`src/rtl/fbm_pkg.sv`:
```
package fbm_pkg;
  // ----------------------------------------
  // Timing
  // ----------------------------------------
  localparam int CLK_MHZ   = 200;
  localparam int GAP_US    = 10;  // Idle time between poll rounds.
  localparam int GAP_CYC   = GAP_US * CLK_MHZ;
  localparam int BLINK_MS  = 250; // Half period of the blinking indicator.
  localparam int BLINK_CYC = BLINK_MS * 1000 * CLK_MHZ;
  // ----------------------------------------
  // Bus limits
  // ----------------------------------------
  localparam logic [6:0] MAX_STATIONS = 7'd126;
  localparam logic [3:0] RATE_MAX     = 4'h9; // 9.6 kbit/s .. 12 Mbit/s.
  localparam int         NSLV         = 8;
  // ----------------------------------------
  // Register map
  // ----------------------------------------
  localparam logic [7:0] A_CTRL   = 8'h00;
  localparam logic [7:0] A_BUSPAR = 8'h04;
  localparam logic [7:0] A_STATUS = 8'h08;
  localparam logic [7:0] A_IRQST  = 8'h0C;
  localparam logic [7:0] A_IRQMSK = 8'h10;
  localparam logic [7:0] A_SLVTAB = 8'h20;
  localparam logic [7:0] A_OUTA   = 8'h40;
  localparam logic [7:0] A_INA    = 8'h60;
  localparam int B_RUN = 0;
  localparam int B_COMMIT = 1;
  localparam int B_CFGOK = 2;
  localparam int I_ONLINE = 0;
  localparam int I_DX = 1;
  localparam int I_REJ = 2;
  localparam int I_RXERR = 3;
  localparam logic [1:0] RESP_OK  = 2'h0;
  localparam logic [1:0] RESP_ERR = 2'h2;
  localparam logic [1:0] GC_CLEAR   = 2'h1;
  localparam logic [1:0] GC_OPERATE = 2'h2;
  // ----------------------------------------
  // Types
  // ----------------------------------------
  typedef enum logic [2:0] {
    ST_OFF    = 3'b001,
    ST_ONLINE = 3'b010,
    ST_DX     = 3'b100
  } fbm_state_e;
  typedef struct packed {
    logic        en;
    logic        failSafe;
    logic [3:0]  len;
    logic [6:0]  addr;
  } fbm_slv_s;
  typedef struct packed {
    logic        gc;
    logic [1:0]  cmd;
    logic [6:0]  addr;
    logic [3:0]  len;
    logic [31:0] data;
  } fbm_tel_s;
  typedef struct packed {
    logic [2:0]  idx;
    logic [31:0] data;
  } fbm_rx_s;
endpackage

```
`src/rtl/fbm_state_ctrl.sv`:
```
`timescale 1ns/1ps
// Behaviour
// - Reset leaves master off, indicators dark.
// - CPU hands bus parameters and configuration over.
// - Loaded parameters: go online, run lamp, address.
// - Online without project accepts fieldbus download.
// - Valid configuration starts cyclic exchange, lamp.
// - STOP broadcasts Clear, exchange lamp blinks.
// - STOP: fail-safe slaves get zero length.
// - STOP: other slaves get full zeroed data.
// - STOP: inputs still copied to input area.
// - RUN broadcasts Operate, exchange lamp steady.
// - RUN: slaves get latest CPU outputs.
// - RUN: slave inputs copied to input area.
// - At most 126 stations addressed.
// - One common rate, 9.6k to 12M.
module fbm_state_ctrl
  import fbm_pkg::*;
#(
  parameter int BLINK_CYCLES = BLINK_CYC
) (
  // Clock, reset and enable
  input  wire logic        clk,
  input  wire logic        rst,
  input  wire logic        ce,
  // AXI4-Lite slave
  input  wire logic [7:0]  s_axi_awaddr,
  input  wire logic        s_axi_awvalid,
  output logic             s_axi_awready,
  input  wire logic [31:0] s_axi_wdata,
  input  wire logic [3:0]  s_axi_wstrb,
  input  wire logic        s_axi_wvalid,
  output logic             s_axi_wready,
  output logic [1:0]       s_axi_bresp,
  output logic             s_axi_bvalid,
  input  wire logic        s_axi_bready,
  input  wire logic [7:0]  s_axi_araddr,
  input  wire logic        s_axi_arvalid,
  output logic             s_axi_arready,
  output logic [31:0]      s_axi_rdata,
  output logic [1:0]       s_axi_rresp,
  output logic             s_axi_rvalid,
  input  wire logic        s_axi_rready,
  // Telegram stream towards the link layer
  output fbm_tel_s         txTel,
  output logic             txValid,
  input  wire logic        txReady,
  // Slave answers and fieldbus downloads
  input  fbm_rx_s          rxAns,
  input  wire logic        rxValid,
  input  wire logic        dlValid,
  // Indicators and link setup
  output logic             runLed,
  output logic             data_exchange_indicator,
  output logic [6:0]       ownAddr,
  output logic [3:0]       busRate,
  output logic             irq
);

  // ----------------------------------------
  // Storage
  // ----------------------------------------
  fbm_state_e  state;
  logic        cpuRun;
  logic [6:0]  parAddr;
  logic [3:0]  parRate;
  logic [3:0]  irqSt;
  logic [3:0]  irqMsk;
  fbm_slv_s    slvTab [NSLV];
  logic [31:0] outArea [NSLV];
  logic [31:0] inArea [NSLV];
  logic [7:0]  awAddr;
  logic        awHeld;
  logic [31:0] wData;
  logic [3:0]  wStrb;
  logic        wHeld;
  logic [3:0]  pStep;
  logic [31:0] gapCnt;
  logic [31:0] blinkCnt;
  logic        blinkPh;

  logic        wrFire;
  logic        commit;
  logic        parOk;
  logic [3:0]  evt;
  logic [2:0]  wIdx;
  logic [2:0]  sIdx;
  logic [31:0] next_wval;
  logic [31:0] parWord;
  logic [31:0] slvWord;

  assign wIdx = awAddr[4:2];
  assign sIdx = 3'(pStep - 4'h1);
  assign wrFire = awHeld && wHeld && !s_axi_bvalid;
  assign commit = wrFire && awAddr == A_CTRL && wStrb[0] && wData[B_COMMIT];
  assign parOk = parAddr < MAX_STATIONS && parRate <= RATE_MAX;

  // Byte-lane merge of the held write onto an old value.
  function automatic logic [31:0] merge(input logic [31:0] old);
    logic [31:0] v;
    v = old;
    for (int b = 0; b < 4; b++) begin
      if (wStrb[b]) begin
        v[b*8 +: 8] = wData[b*8 +: 8];
      end
    end
    return v;
  endfunction

  // ----------------------------------------
  // AXI4-Lite write channels
  // ----------------------------------------
  // Address and data are latched independently so either may come first.
  always_ff @(posedge clk) begin
    if (rst) begin
      awHeld <= 1'b0;
      wHeld <= 1'b0;
      awAddr <= 8'h00;
      wData <= 32'h0000_0000;
      wStrb <= 4'h0;
      s_axi_bvalid <= 1'b0;
    end else if (ce) begin
      if (s_axi_awvalid && s_axi_awready) begin
        awHeld <= 1'b1;
        awAddr <= s_axi_awaddr;
      end
      if (s_axi_wvalid && s_axi_wready) begin
        wHeld <= 1'b1;
        wData <= s_axi_wdata;
        wStrb <= s_axi_wstrb;
      end
      if (wrFire) begin
        awHeld <= 1'b0;
        wHeld <= 1'b0;
        s_axi_bvalid <= 1'b1;
      end else if (s_axi_bready) begin
        s_axi_bvalid <= 1'b0;
      end
    end
  end

  assign s_axi_awready = !awHeld;
  assign s_axi_wready = !wHeld;
  assign s_axi_bresp = RESP_OK;
  assign next_wval = merge(32'h0000_0000);
  // Merged images of the bus parameter word and the addressed table slot.
  assign parWord = merge({20'h0_0000, parRate, 1'b0, parAddr});
  assign slvWord = merge(32'(slvTab[wIdx]));

  // ----------------------------------------
  // Control registers
  // ----------------------------------------
  // Control, bus parameters, mask and slave table writes.
  always_ff @(posedge clk) begin
    if (rst) begin
      cpuRun <= 1'b0;
      parAddr <= 7'h02;
      parRate <= 4'h0;
      irqMsk <= 4'h0;
      for (int i = 0; i < NSLV; i++) begin
        slvTab[i] <= '0;
        outArea[i] <= 32'h0000_0000;
      end
    end else if (ce && wrFire) begin
      if (awAddr == A_CTRL && wStrb[0]) begin
        cpuRun <= wData[B_RUN];
      end
      if (awAddr == A_BUSPAR) begin
        parAddr <= parWord[6:0];
        parRate <= parWord[11:8];
      end
      if (awAddr == A_IRQMSK) begin
        irqMsk <= next_wval[3:0];
      end
      if (awAddr[7:5] == A_SLVTAB[7:5]) begin
        slvTab[wIdx] <= slvWord[12:0];
      end
      if (awAddr[7:5] == A_OUTA[7:5]) begin
        outArea[wIdx] <= merge(outArea[wIdx]);
      end
    end
  end

  // ----------------------------------------
  // Master state
  // ----------------------------------------
  // A commit with good parameters brings the master online; a valid
  // project from the CPU or the fieldbus starts exchange. A commit with
  // bad parameters drops the master back off the bus.
  always_ff @(posedge clk) begin
    if (rst) begin
      state <= ST_OFF;
      ownAddr <= 7'h00;
      busRate <= 4'h0;
    end else if (ce) begin
      case (state)
        ST_OFF, ST_ONLINE, ST_DX: begin
          if (commit && parOk) begin
            ownAddr <= parAddr;
            busRate <= parRate;
            state <= wData[B_CFGOK] ? ST_DX : ST_ONLINE;
          end else if (commit) begin
            state <= ST_OFF;
          end else if (state == ST_ONLINE && dlValid) begin
            state <= ST_DX;
          end
        end
        default: begin
          state <= ST_OFF;
        end
      endcase
    end
  end

  // ----------------------------------------
  // Poll engine
  // ----------------------------------------
  // Step 0 is the global control broadcast, steps 1..NSLV the slaves.
  // A telegram waits for txReady, so a slow link stretches the round.
  always_ff @(posedge clk) begin
    if (rst) begin
      pStep <= 4'h0;
      gapCnt <= 32'h0000_0000;
      txValid <= 1'b0;
      txTel <= '0;
    end else if (ce) begin
      if (state != ST_DX) begin
        pStep <= 4'h0;
        gapCnt <= 32'h0000_0000;
        txValid <= 1'b0;
      end else if (txValid) begin
        if (txReady) begin
          txValid <= 1'b0;
          pStep <= pStep + 4'h1;
        end
      end else if (pStep == 4'h0) begin
        if (gapCnt >= 32'(GAP_CYC)) begin
          gapCnt <= 32'h0000_0000;
          txValid <= 1'b1;
          txTel.gc <= 1'b1;
          txTel.cmd <= cpuRun ? GC_OPERATE : GC_CLEAR;
          txTel.addr <= MAX_STATIONS + 7'h1; // Broadcast address.
          txTel.len <= 4'h0;
          txTel.data <= 32'h0000_0000;
        end else begin
          gapCnt <= gapCnt + 32'h1;
        end
      end else if (pStep > 4'(NSLV)) begin
        pStep <= 4'h0;
      end else if (!slvTab[sIdx].en) begin
        pStep <= pStep + 4'h1;
      end else begin
        txValid <= 1'b1;
        txTel.gc <= 1'b0;
        txTel.cmd <= 2'h0;
        txTel.addr <= slvTab[sIdx].addr;
        if (cpuRun) begin
          txTel.len <= slvTab[sIdx].len;
          txTel.data <= outArea[sIdx];
        end else begin
          txTel.len <= slvTab[sIdx].failSafe ? 4'h0 : slvTab[sIdx].len;
          txTel.data <= 32'h0000_0000;
        end
      end
    end
  end

  // Answers land in the input area in either CPU state.
  always_ff @(posedge clk) begin
    if (rst) begin
      for (int i = 0; i < NSLV; i++) begin
        inArea[i] <= 32'h0000_0000;
      end
    end else if (ce && rxValid && state == ST_DX) begin
      inArea[rxAns.idx] <= rxAns.data;
    end
  end

  // ----------------------------------------
  // Indicators
  // ----------------------------------------
  // The blink counter runs only in exchange under STOP so each STOP starts lit.
  always_ff @(posedge clk) begin
    if (rst) begin
      blinkCnt <= 32'h0000_0000;
      blinkPh <= 1'b0;
      runLed <= 1'b0;
      data_exchange_indicator <= 1'b0;
    end else if (ce) begin
      if (state != ST_DX || cpuRun) begin
        blinkCnt <= 32'h0000_0000;
        blinkPh <= 1'b1;
      end else if (blinkCnt >= 32'(BLINK_CYCLES - 1)) begin
        blinkCnt <= 32'h0000_0000;
        blinkPh <= !blinkPh;
      end else begin
        blinkCnt <= blinkCnt + 32'h1;
      end
      runLed <= state != ST_OFF;
      if (state != ST_DX) begin
        data_exchange_indicator <= 1'b0;
      end else if (cpuRun) begin
        data_exchange_indicator <= 1'b1;
      end else begin
        data_exchange_indicator <= blinkPh;
      end
    end
  end

  // ----------------------------------------
  // Interrupts
  // ----------------------------------------
  // A new event wins over a write-one-to-clear in the same cycle.
  assign evt[I_ONLINE] = commit && parOk;
  assign evt[I_DX] = state == ST_ONLINE && dlValid;
  assign evt[I_REJ] = commit && !parOk;
  assign evt[I_RXERR] = rxValid && state != ST_DX;

  always_ff @(posedge clk) begin
    if (rst) begin
      irqSt <= 4'h0;
      irq <= 1'b0;
    end else if (ce) begin
      if (wrFire && awAddr == A_IRQST) begin
        irqSt <= (irqSt & ~next_wval[3:0]) | evt;
      end else begin
        irqSt <= irqSt | evt;
      end
      irq <= |(irqSt & irqMsk);
    end
  end

  // ----------------------------------------
  // AXI4-Lite read channel
  // ----------------------------------------
  // One read at a time; data arrives the cycle after the address.
  always_ff @(posedge clk) begin
    if (rst) begin
      s_axi_rvalid <= 1'b0;
      s_axi_rdata <= 32'h0000_0000;
      s_axi_rresp <= RESP_OK;
    end else if (ce) begin
      if (s_axi_arvalid && s_axi_arready) begin
        s_axi_rvalid <= 1'b1;
        s_axi_rresp <= RESP_OK;
        s_axi_rdata <= 32'h0000_0000;
        case (s_axi_araddr[7:5])
          A_SLVTAB[7:5]: s_axi_rdata <= 32'(slvTab[s_axi_araddr[4:2]]);
          A_OUTA[7:5]: s_axi_rdata <= outArea[s_axi_araddr[4:2]];
          A_INA[7:5]: s_axi_rdata <= inArea[s_axi_araddr[4:2]];
          default: begin
            case (s_axi_araddr)
              A_CTRL: s_axi_rdata <= {31'h0, cpuRun};
              A_BUSPAR: s_axi_rdata <= {20'h0, parRate, 1'b0, parAddr};
              A_STATUS: s_axi_rdata <= {29'h0, state};
              A_IRQST: s_axi_rdata <= {28'h0, irqSt};
              A_IRQMSK: s_axi_rdata <= {28'h0, irqMsk};
              default: s_axi_rresp <= RESP_ERR;
            endcase
          end
        endcase
      end else if (s_axi_rready) begin
        s_axi_rvalid <= 1'b0;
      end
    end
  end

  assign s_axi_arready = !s_axi_rvalid;

endmodule // fbm_state_ctrl

```
`config.mk`:
```
export PLATFORM = sky130hd
export DESIGN_NAME = fbm_state_ctrl
export DESIGN_NICKNAME = d
export VERILOG_FILES = /design/src/rtl/fbm_pkg.sv /design/src/rtl/fbm_state_ctrl.sv
export SDC_FILE = /design/constraint.sdc
export NUM_CORES = 2
export LEC_CHECK = 0
export BUFFER_PORTS_ARGS = -buffer_cell sky130_fd_sc_hd__buf_2
export CORE_MARGIN = 2
export CORE_UTILIZATION = 51
export CTS_CLUSTER_DIAMETER = 100
export DETAILED_ROUTE_END_ITERATION = 8
export GPL_TIMING_DRIVEN = 0
export PLACE_DENSITY = 0.68
export SLEW_MARGIN = 20
export SYNTH_ARGS = -nofsm -noshare
export SYNTH_HDL_FRONTEND = slang
export SYNTH_SLANG_ARGS = --single-unit
```
`constraint.sdc`:
```
create_clock -name clk -period 4.7 [get_ports clk]
set_input_delay 0.94 -clock clk [delete_from_list [all_inputs] [get_ports clk]]
set_output_delay 0.94 -clock clk [all_outputs]
set_load 0.01 [all_outputs]
```
# Word-level counts from Yosys, hierarchy flattened
# Memory sizes are Yosys's and may differ from the RTL's.
# Index checks and enable logic that the tools add are counted.
[totals] register_bits=235 ramBits=616 input_bits=98 wordCells=233 n_memories=3
[memory_table] name="inArea" words=8 width=32 read_ports=1 rd_clocked_by_memory_dff=0 write_ports=8 line="fbm_state_ctrl.sv:71" rtl="logic [31:0] inArea [NSLV];"
[memory_table] name="outArea" words=8 width=32 read_ports=2 rd_clocked_by_memory_dff=0 write_ports=8 line="fbm_state_ctrl.sv:70" rtl="logic [31:0] outArea [NSLV];"
[memory_table] name="slvTab" words=8 width=13 read_ports=2 rd_clocked_by_memory_dff=0 write_ports=8 line="fbm_state_ctrl.sv:69" rtl="fbm_slv_s slvTab [NSLV];"
[classes] addsub=4 magnitude_cmp=5 eq_ne=30 n_mux=89 bitwise=7 n_reduce_logical=65
[op_table] cell="32-bit two-way mux" n=8
[op_table] cell="46-bit two-way mux" n=4
[op_table] cell="8-bit two-way mux" n=17
[op_table] cell="32-bit case mux with 3 select lines" n=1
[op_table] cell="32-bit by 1-bit adder with 32-bit output (second input constant)" n=2
[op_table] cell="32-bit OR reduction" n=2
[op_table] cell="12-bit case mux with 5 select lines" n=1
[op_table] cell="4-bit two-way mux" n=10
[op_table] cell="36-bit two-way mux" n=1
[op_table] cell="2-bit AND reduction" n=17
[op_table] cell="1-bit two-way mux" n=33
[op_table] cell="32-bit by 11-bit >= comparator with 1-bit output (second input constant)" n=1
[op_table] cell="32-bit by 26-bit >= comparator with 1-bit output (second input constant)" n=1
[op_table] cell="8-bit by 4-bit == test with 1-bit output (second input constant)" n=3
[op_table] cell="3-bit two-way mux" n=8
[op_table] cell="4-bit inequality test (second input constant)" n=6
[op_table] cell="1-bit logical AND" n=18
[op_table] cell="8-bit by 3-bit == test with 1-bit output (second input constant)" n=2
[op_table] cell="8-bit by 5-bit == test with 1-bit output (second input constant)" n=2
[op_table] cell="8-bit logical NOT" n=2
[op_table] cell="2-bit nonzero test" n=7
[op_table] cell="13-bit two-way mux" n=1
[op_table] cell="13-bit OR reduction" n=1
[op_table] cell="3-bit by 2-bit == test with 1-bit output (second input constant)" n=4
[op_table] cell="other kinds (27)" n=48

# Longest topological paths before layout
[logic_depth] word_depth=9 depth_mapped=14

# Worst setup path after synthesis
# Ideal clock, no wire load.
[synth_path] kind="input to register" start="in ce" end="mem inArea[4][0] (enable)" arrival_time_ns=3.873 required_ns=4.234 slack_ns=0.361 stages=5 path_buffers=1 path_cell_list="buf_2 > nand2_1 > nor3_1 > nand2b_1 > o21ai_0"
[synth_lines] item="from (decl)" line="fbm_state_ctrl.sv:25" rtl="input wire logic ce,"
[synth_lines] item="to (decl)" line="fbm_state_ctrl.sv:71"

# Final worst setup path
[layout_path] start="reg pStep[0]" end="reg txTel[0] (netlist name)"
[layout_between] elab_chain_cells=6 word_cells_on_any_way=13 classes_between="add/sub: 1; order compare: 1; eq/ne: 2; mux: 4; reduce/logical: 3; memory: 2"
[layout_lines] item="from (decl)" line="fbm_state_ctrl.sv:77" rtl="logic [3:0] pStep;"
[layout_lines] item="from (signal assigned)" line="fbm_state_ctrl.sv:234" rtl="pStep <= pStep + 4'h1;"
[layout_lines] item="from (signal assigned)" line="fbm_state_ctrl.sv:251" rtl="pStep <= pStep + 4'h1;"
[layout_lines] item="3-bit by 1-bit subtractor with 3-bit output" line="fbm_state_ctrl.sv:93" rtl="assign sIdx = 3'(pStep - 4'h1);"
[layout_lines] item="memory 8 x 32 bit"
[layout_lines] item="36-bit two-way mux" line="fbm_state_ctrl.sv:257" rtl="if (cpuRun) begin"
[layout_lines] item="46-bit two-way mux" line="fbm_state_ctrl.sv:250" rtl="end else if (!slvTab[sIdx].en) begin"
[layout_lines] item="46-bit two-way mux" line="fbm_state_ctrl.sv:248" rtl="end else if (pStep > 4'(NSLV)) begin"
[layout_lines] item="46-bit two-way mux" line="fbm_state_ctrl.sv:236" rtl="end else if (pStep == 4'h0) begin"
[layout_lines] item="to (decl)" line="fbm_state_ctrl.sv:45" rtl="output fbm_tel_s txTel,"
# Parallel ways exist; a longest one is shown, timed or not. The select of a mux whose other input is x is not followed.
# A chain may end at the register's enable or synchronous reset.

==> impl_metrics.yaml <==
global_routing:
  grt_start_max_net_pins: 33
  antenna_found_initial: 6
  grt_pass1_vias: 28500
  grtUsageTotal_pct: 32.4
  wire_length_of_the_first_global_routing_pass_um: 191000
  grt.overflow.total: 0
die:
  core.rowCount: 102
  initial_utilization_pct: 51.6
  design.die.area_um2: 81000
  die_y_um: 285
  die_w_um: 285
  design.core.area_um2: 77700
  io-pin-count: 200
hold_path:
  timing.hold.worst.class: "reg -> reg"
synthesis:
  synth_top_cell_by_area: "sky130_fd_sc_hd__edfxtp_1"
  ys.warnings.count: 0
  yosys.cell_count.top_type: "sky130_fd_sc_hd__edfxtp_1"
  synth_ff_type: "sky130_fd_sc_hd__edfxtp_1"
  synth_seq_cells: 850
  netlist_instances: 3066
  synth_seq_area_share_pct: 57.8
  synthArstFlopShare_pct: 0
  syn_area_um2: 40100
  post_synth_most_frequent_cells: "sky130_fd_sc_hd__edfxtp_1 (616), sky130_fd_sc_hd__and2_1 (536), sky130_fd_sc_hd__mux4_2 (240), sky130_fd_sc_hd__dfxtp_1 (234), sky130_fd_sc_hd__nor2_1 (179)"
  ys_types: 77
  synth_edf_count: 616
  synth.top_cells.by_area: "sky130_fd_sc_hd__edfxtp_1 (46%), sky130_fd_sc_hd__mux4_2 (13%), sky130_fd_sc_hd__dfxtp_1 (12%), sky130_fd_sc_hd__and2_1 (8.4%), sky130_fd_sc_hd__mux2i_1 (2.8%)"
  mean_instance_size_in_the_synthesized_netlist_um2: 13.1
  synthDominantCellAreaShare_pct: 46.1
route:
  ant_nets: 0
  drt_first_pass_iters: 6
  drt-vias-per-instance: 6.44
  route.detailed.wl_per_inst_um: 29.3
  wirelength_um: 132000
  drc: 0
  routed-via-count: 29000
  drtIter0Drc: 4283
timing:
  worst_pin_slew_ns: 1.22
  timing.final.crit_period_ns: 4.64
  unrepaired_setup_endpoints_after_global_routing: "no"
  finalHoldViolations: 0
  setup_viol_count_final: 0
  fin_skew_ns: 0.0361
  finalMaxSlewViolations: 0
  max-slew-margin-rel_pct: 18.9
  timing.fmax_mhz: 215
  final.period_utilization_pct: 98.8
  fin_tns_setup_ns: 0
setup_path:
  critical_path.startpoint_type: "register"
  critPathMaxFanout: 10
  critPathRequiredTime_ns: 5.24
  path_common_cell: "sky130_fd_sc_hd__buf_2"
  path_cells: "buf_2 > buf_2 > buf_2 > clkbuf_4 > inv_1 > ha_1 > buf_2 > buf_2 > buf_2 > mux4_2 > mux2i_1 > or4_1 > o21ai_0"
  criticalPathCategory: "reg -> reg"
  slowest_delay_ns: 0.50
  category_of_the_worst_setup_path_capture_point: "register"
  cp_data_arrival_time_ns: 5.19
  crit_path_top_delay_cell: "sky130_fd_sc_hd__mux2i_1"
power:
  pwr_density_cell_nw_per_um2: 362
  ir_worst_vdd_mv: 0.267
  leakagePower_nw: 16.8
layout:
  ratio_of_cells_with_drive_above_1_in_the_final_layout_pct: 20.9
  num-nets-final: 3485
  post_route_design_area_um2: 46000
  multi_input_area_um2: 16000
  fillers: 6049
  syn2layout_area_growth_pct: 14.5
  area.sequential_um2: 23200
place:
  port-buffer-count: 192
  detailed_place.area_um2: 42900
  gp_congestion: 0.978
  place.detailed.hpwl_um: 96700
clock_network:
  htree_num_levels: 3
  cts.path.max_buffers: 3
  cts.sinks: 850
  clkLatencyLatePin_ns: 0.67
  cts_made_buffers: 90
  tritoncts: "done"
  hold_buffers: 0
  clock_pin_slew_worst_setup_and_hold_paths_ns: 0.06
  clock-root-buffer: "sky130_fd_sc_hd__clkbuf_16"
  postCtsSetupRepairBufs: 0
flow_run:
  max-cap-violations: 0
run_status:
  result_of_the_run: "finished clean"
[critical path: cells and delay by family (launching register included)]
family / cells / cell delay (ns)
buffers and inverters: 8 / 2.70
adder cells (fa/ha/maj): 1 / 0.28
flip-flops: 1 / 0.33
AO/OA/AOI/OAI: 1 / 0.07
multiplexers: 2 / 0.91
AND/OR/NAND/NOR: 1 / 0.20
[where the power goes]
group | total (mW) | switching [mW] | leakage [nW] | internal (mW)
sequential | 8.35 | 0.124 | 8.25 | 8.22
combinational | 1.14 | 0.755 | 7.08 | 0.390
clock | 7.14 | 3.08 | 1.48 | 4.07
total | 16.6 | 3.95 | 16.8 | 12.7
[sequential cells by signal, indices dropped and copies added (netlist names), 7 cells and up]
register	count
inArea	256
wData	32
gapCnt	32
outArea	256
slvTab	104
txTel	46
s_axi_rdata	32
parAddr	7
blinkCnt	32
awAddr	8
ownAddr	7
[repair_timing]
action,4_1_cts,5_1_grt
resized for setup,6,7
endpoints found under the setup margin,53,28
endpoints found under the hold margin,0,0
[layer usage]
layer / GRT usage (%) / part of all wire [%] / up-vias
li1: - / - / 12200
met1: 41.6 / 36 / 14500
met2: 50.4 / 46 / 1933
met3: 10.4 / 13 / 364
met4: 14.6 / 4.8 / 4
met5: 0 / 0.017 / -
[placed cells by master, fill, tap and decap left out, drive strengths merged, types with 16 or more instances in the layout]
cell    instances
a21oi         103
a221oi         31
a22o           19
a22oi          30
and2          536
and3           40
buf           294
clkbuf        294
clkinv         38
dfxtp         234
edfxtp        616
inv            19
mux2i         111
mux4          240
nand2         171
nand3          32
nand4          20
nor2          180
nor3           90
nor4           16
o21ai         118
or4            38
xnor2          17
xor2           22
[logic make-up (layout without fill, tap and decap cells)]
kind of cell             count (synthesis)  in the layout  share of synthesized area, %
flip-flops                             850            850                          57.8
AND/OR/NAND/NOR                       1178           1178                          16.2
adder cells (fa/ha/maj)                  5              5                         0.156
buffers and inverters                  258            650                          2.69
XOR/XNOR                                39             39                         0.870
other                                    1              6                       0.00934
multiplexers                           351            351                          16.2
AO/OA/AOI/OAI                          384            384                          6.09
[metrics by stage]
| stage | power (mW) | utilization, % | hold WS [ns] | setup WS [ns] | instances |
|---|---|---|---|---|---|
| final | 16.6 | 59.1 | 0.446 | 0.0567 | 4503 |
| after floorplan | 9.04 | - | 0.437 | 0.361 | 3068 |
| after detailed placement | 9.61 | 55.2 | 0.441 | -0.405 | 4331 |
| after global routing | 17.0 | 59.1 | 0.467 | 0.000172 | 4502 |
| after CTS | 16.6 | 59.1 | 0.449 | 0.0125 | 4500 |
| after global placement | 9.54 | 54.6 | 0.438 | -3.23 | 4300 |
[final cells by class]
| cell class | instances | area share (%) |
|---|---|---|
| sequential | 850 | 50.4 |
| multi-input combinational | 1960 | 34.8 |
| clock buffer | 131 | 5.71 |
| timing repair buffer | 223 | 3.03 |
| tap | 1040 | 2.83 |
| buffer | 235 | 2.22 |
| clock inverter | 39 | 0.768 |
| inverter | 22 | 0.180 |
| antenna | 3 | 0.0163 |
[path summary, 6_finish.rpt]
kind	slack [ns]	to	cells after the start	from
worst max-delay path	0.06	txTel[0]	13	pStep[0]
worst min-delay path	0.45	txTel[25]	2	txTel[25]
worst max register to register	0.06	txTel[0]	13	pStep[0]
worst min register to register	0.45	txTel[25]	2	txTel[25]
No activity file was read; power rests on OpenSTA's default activity.
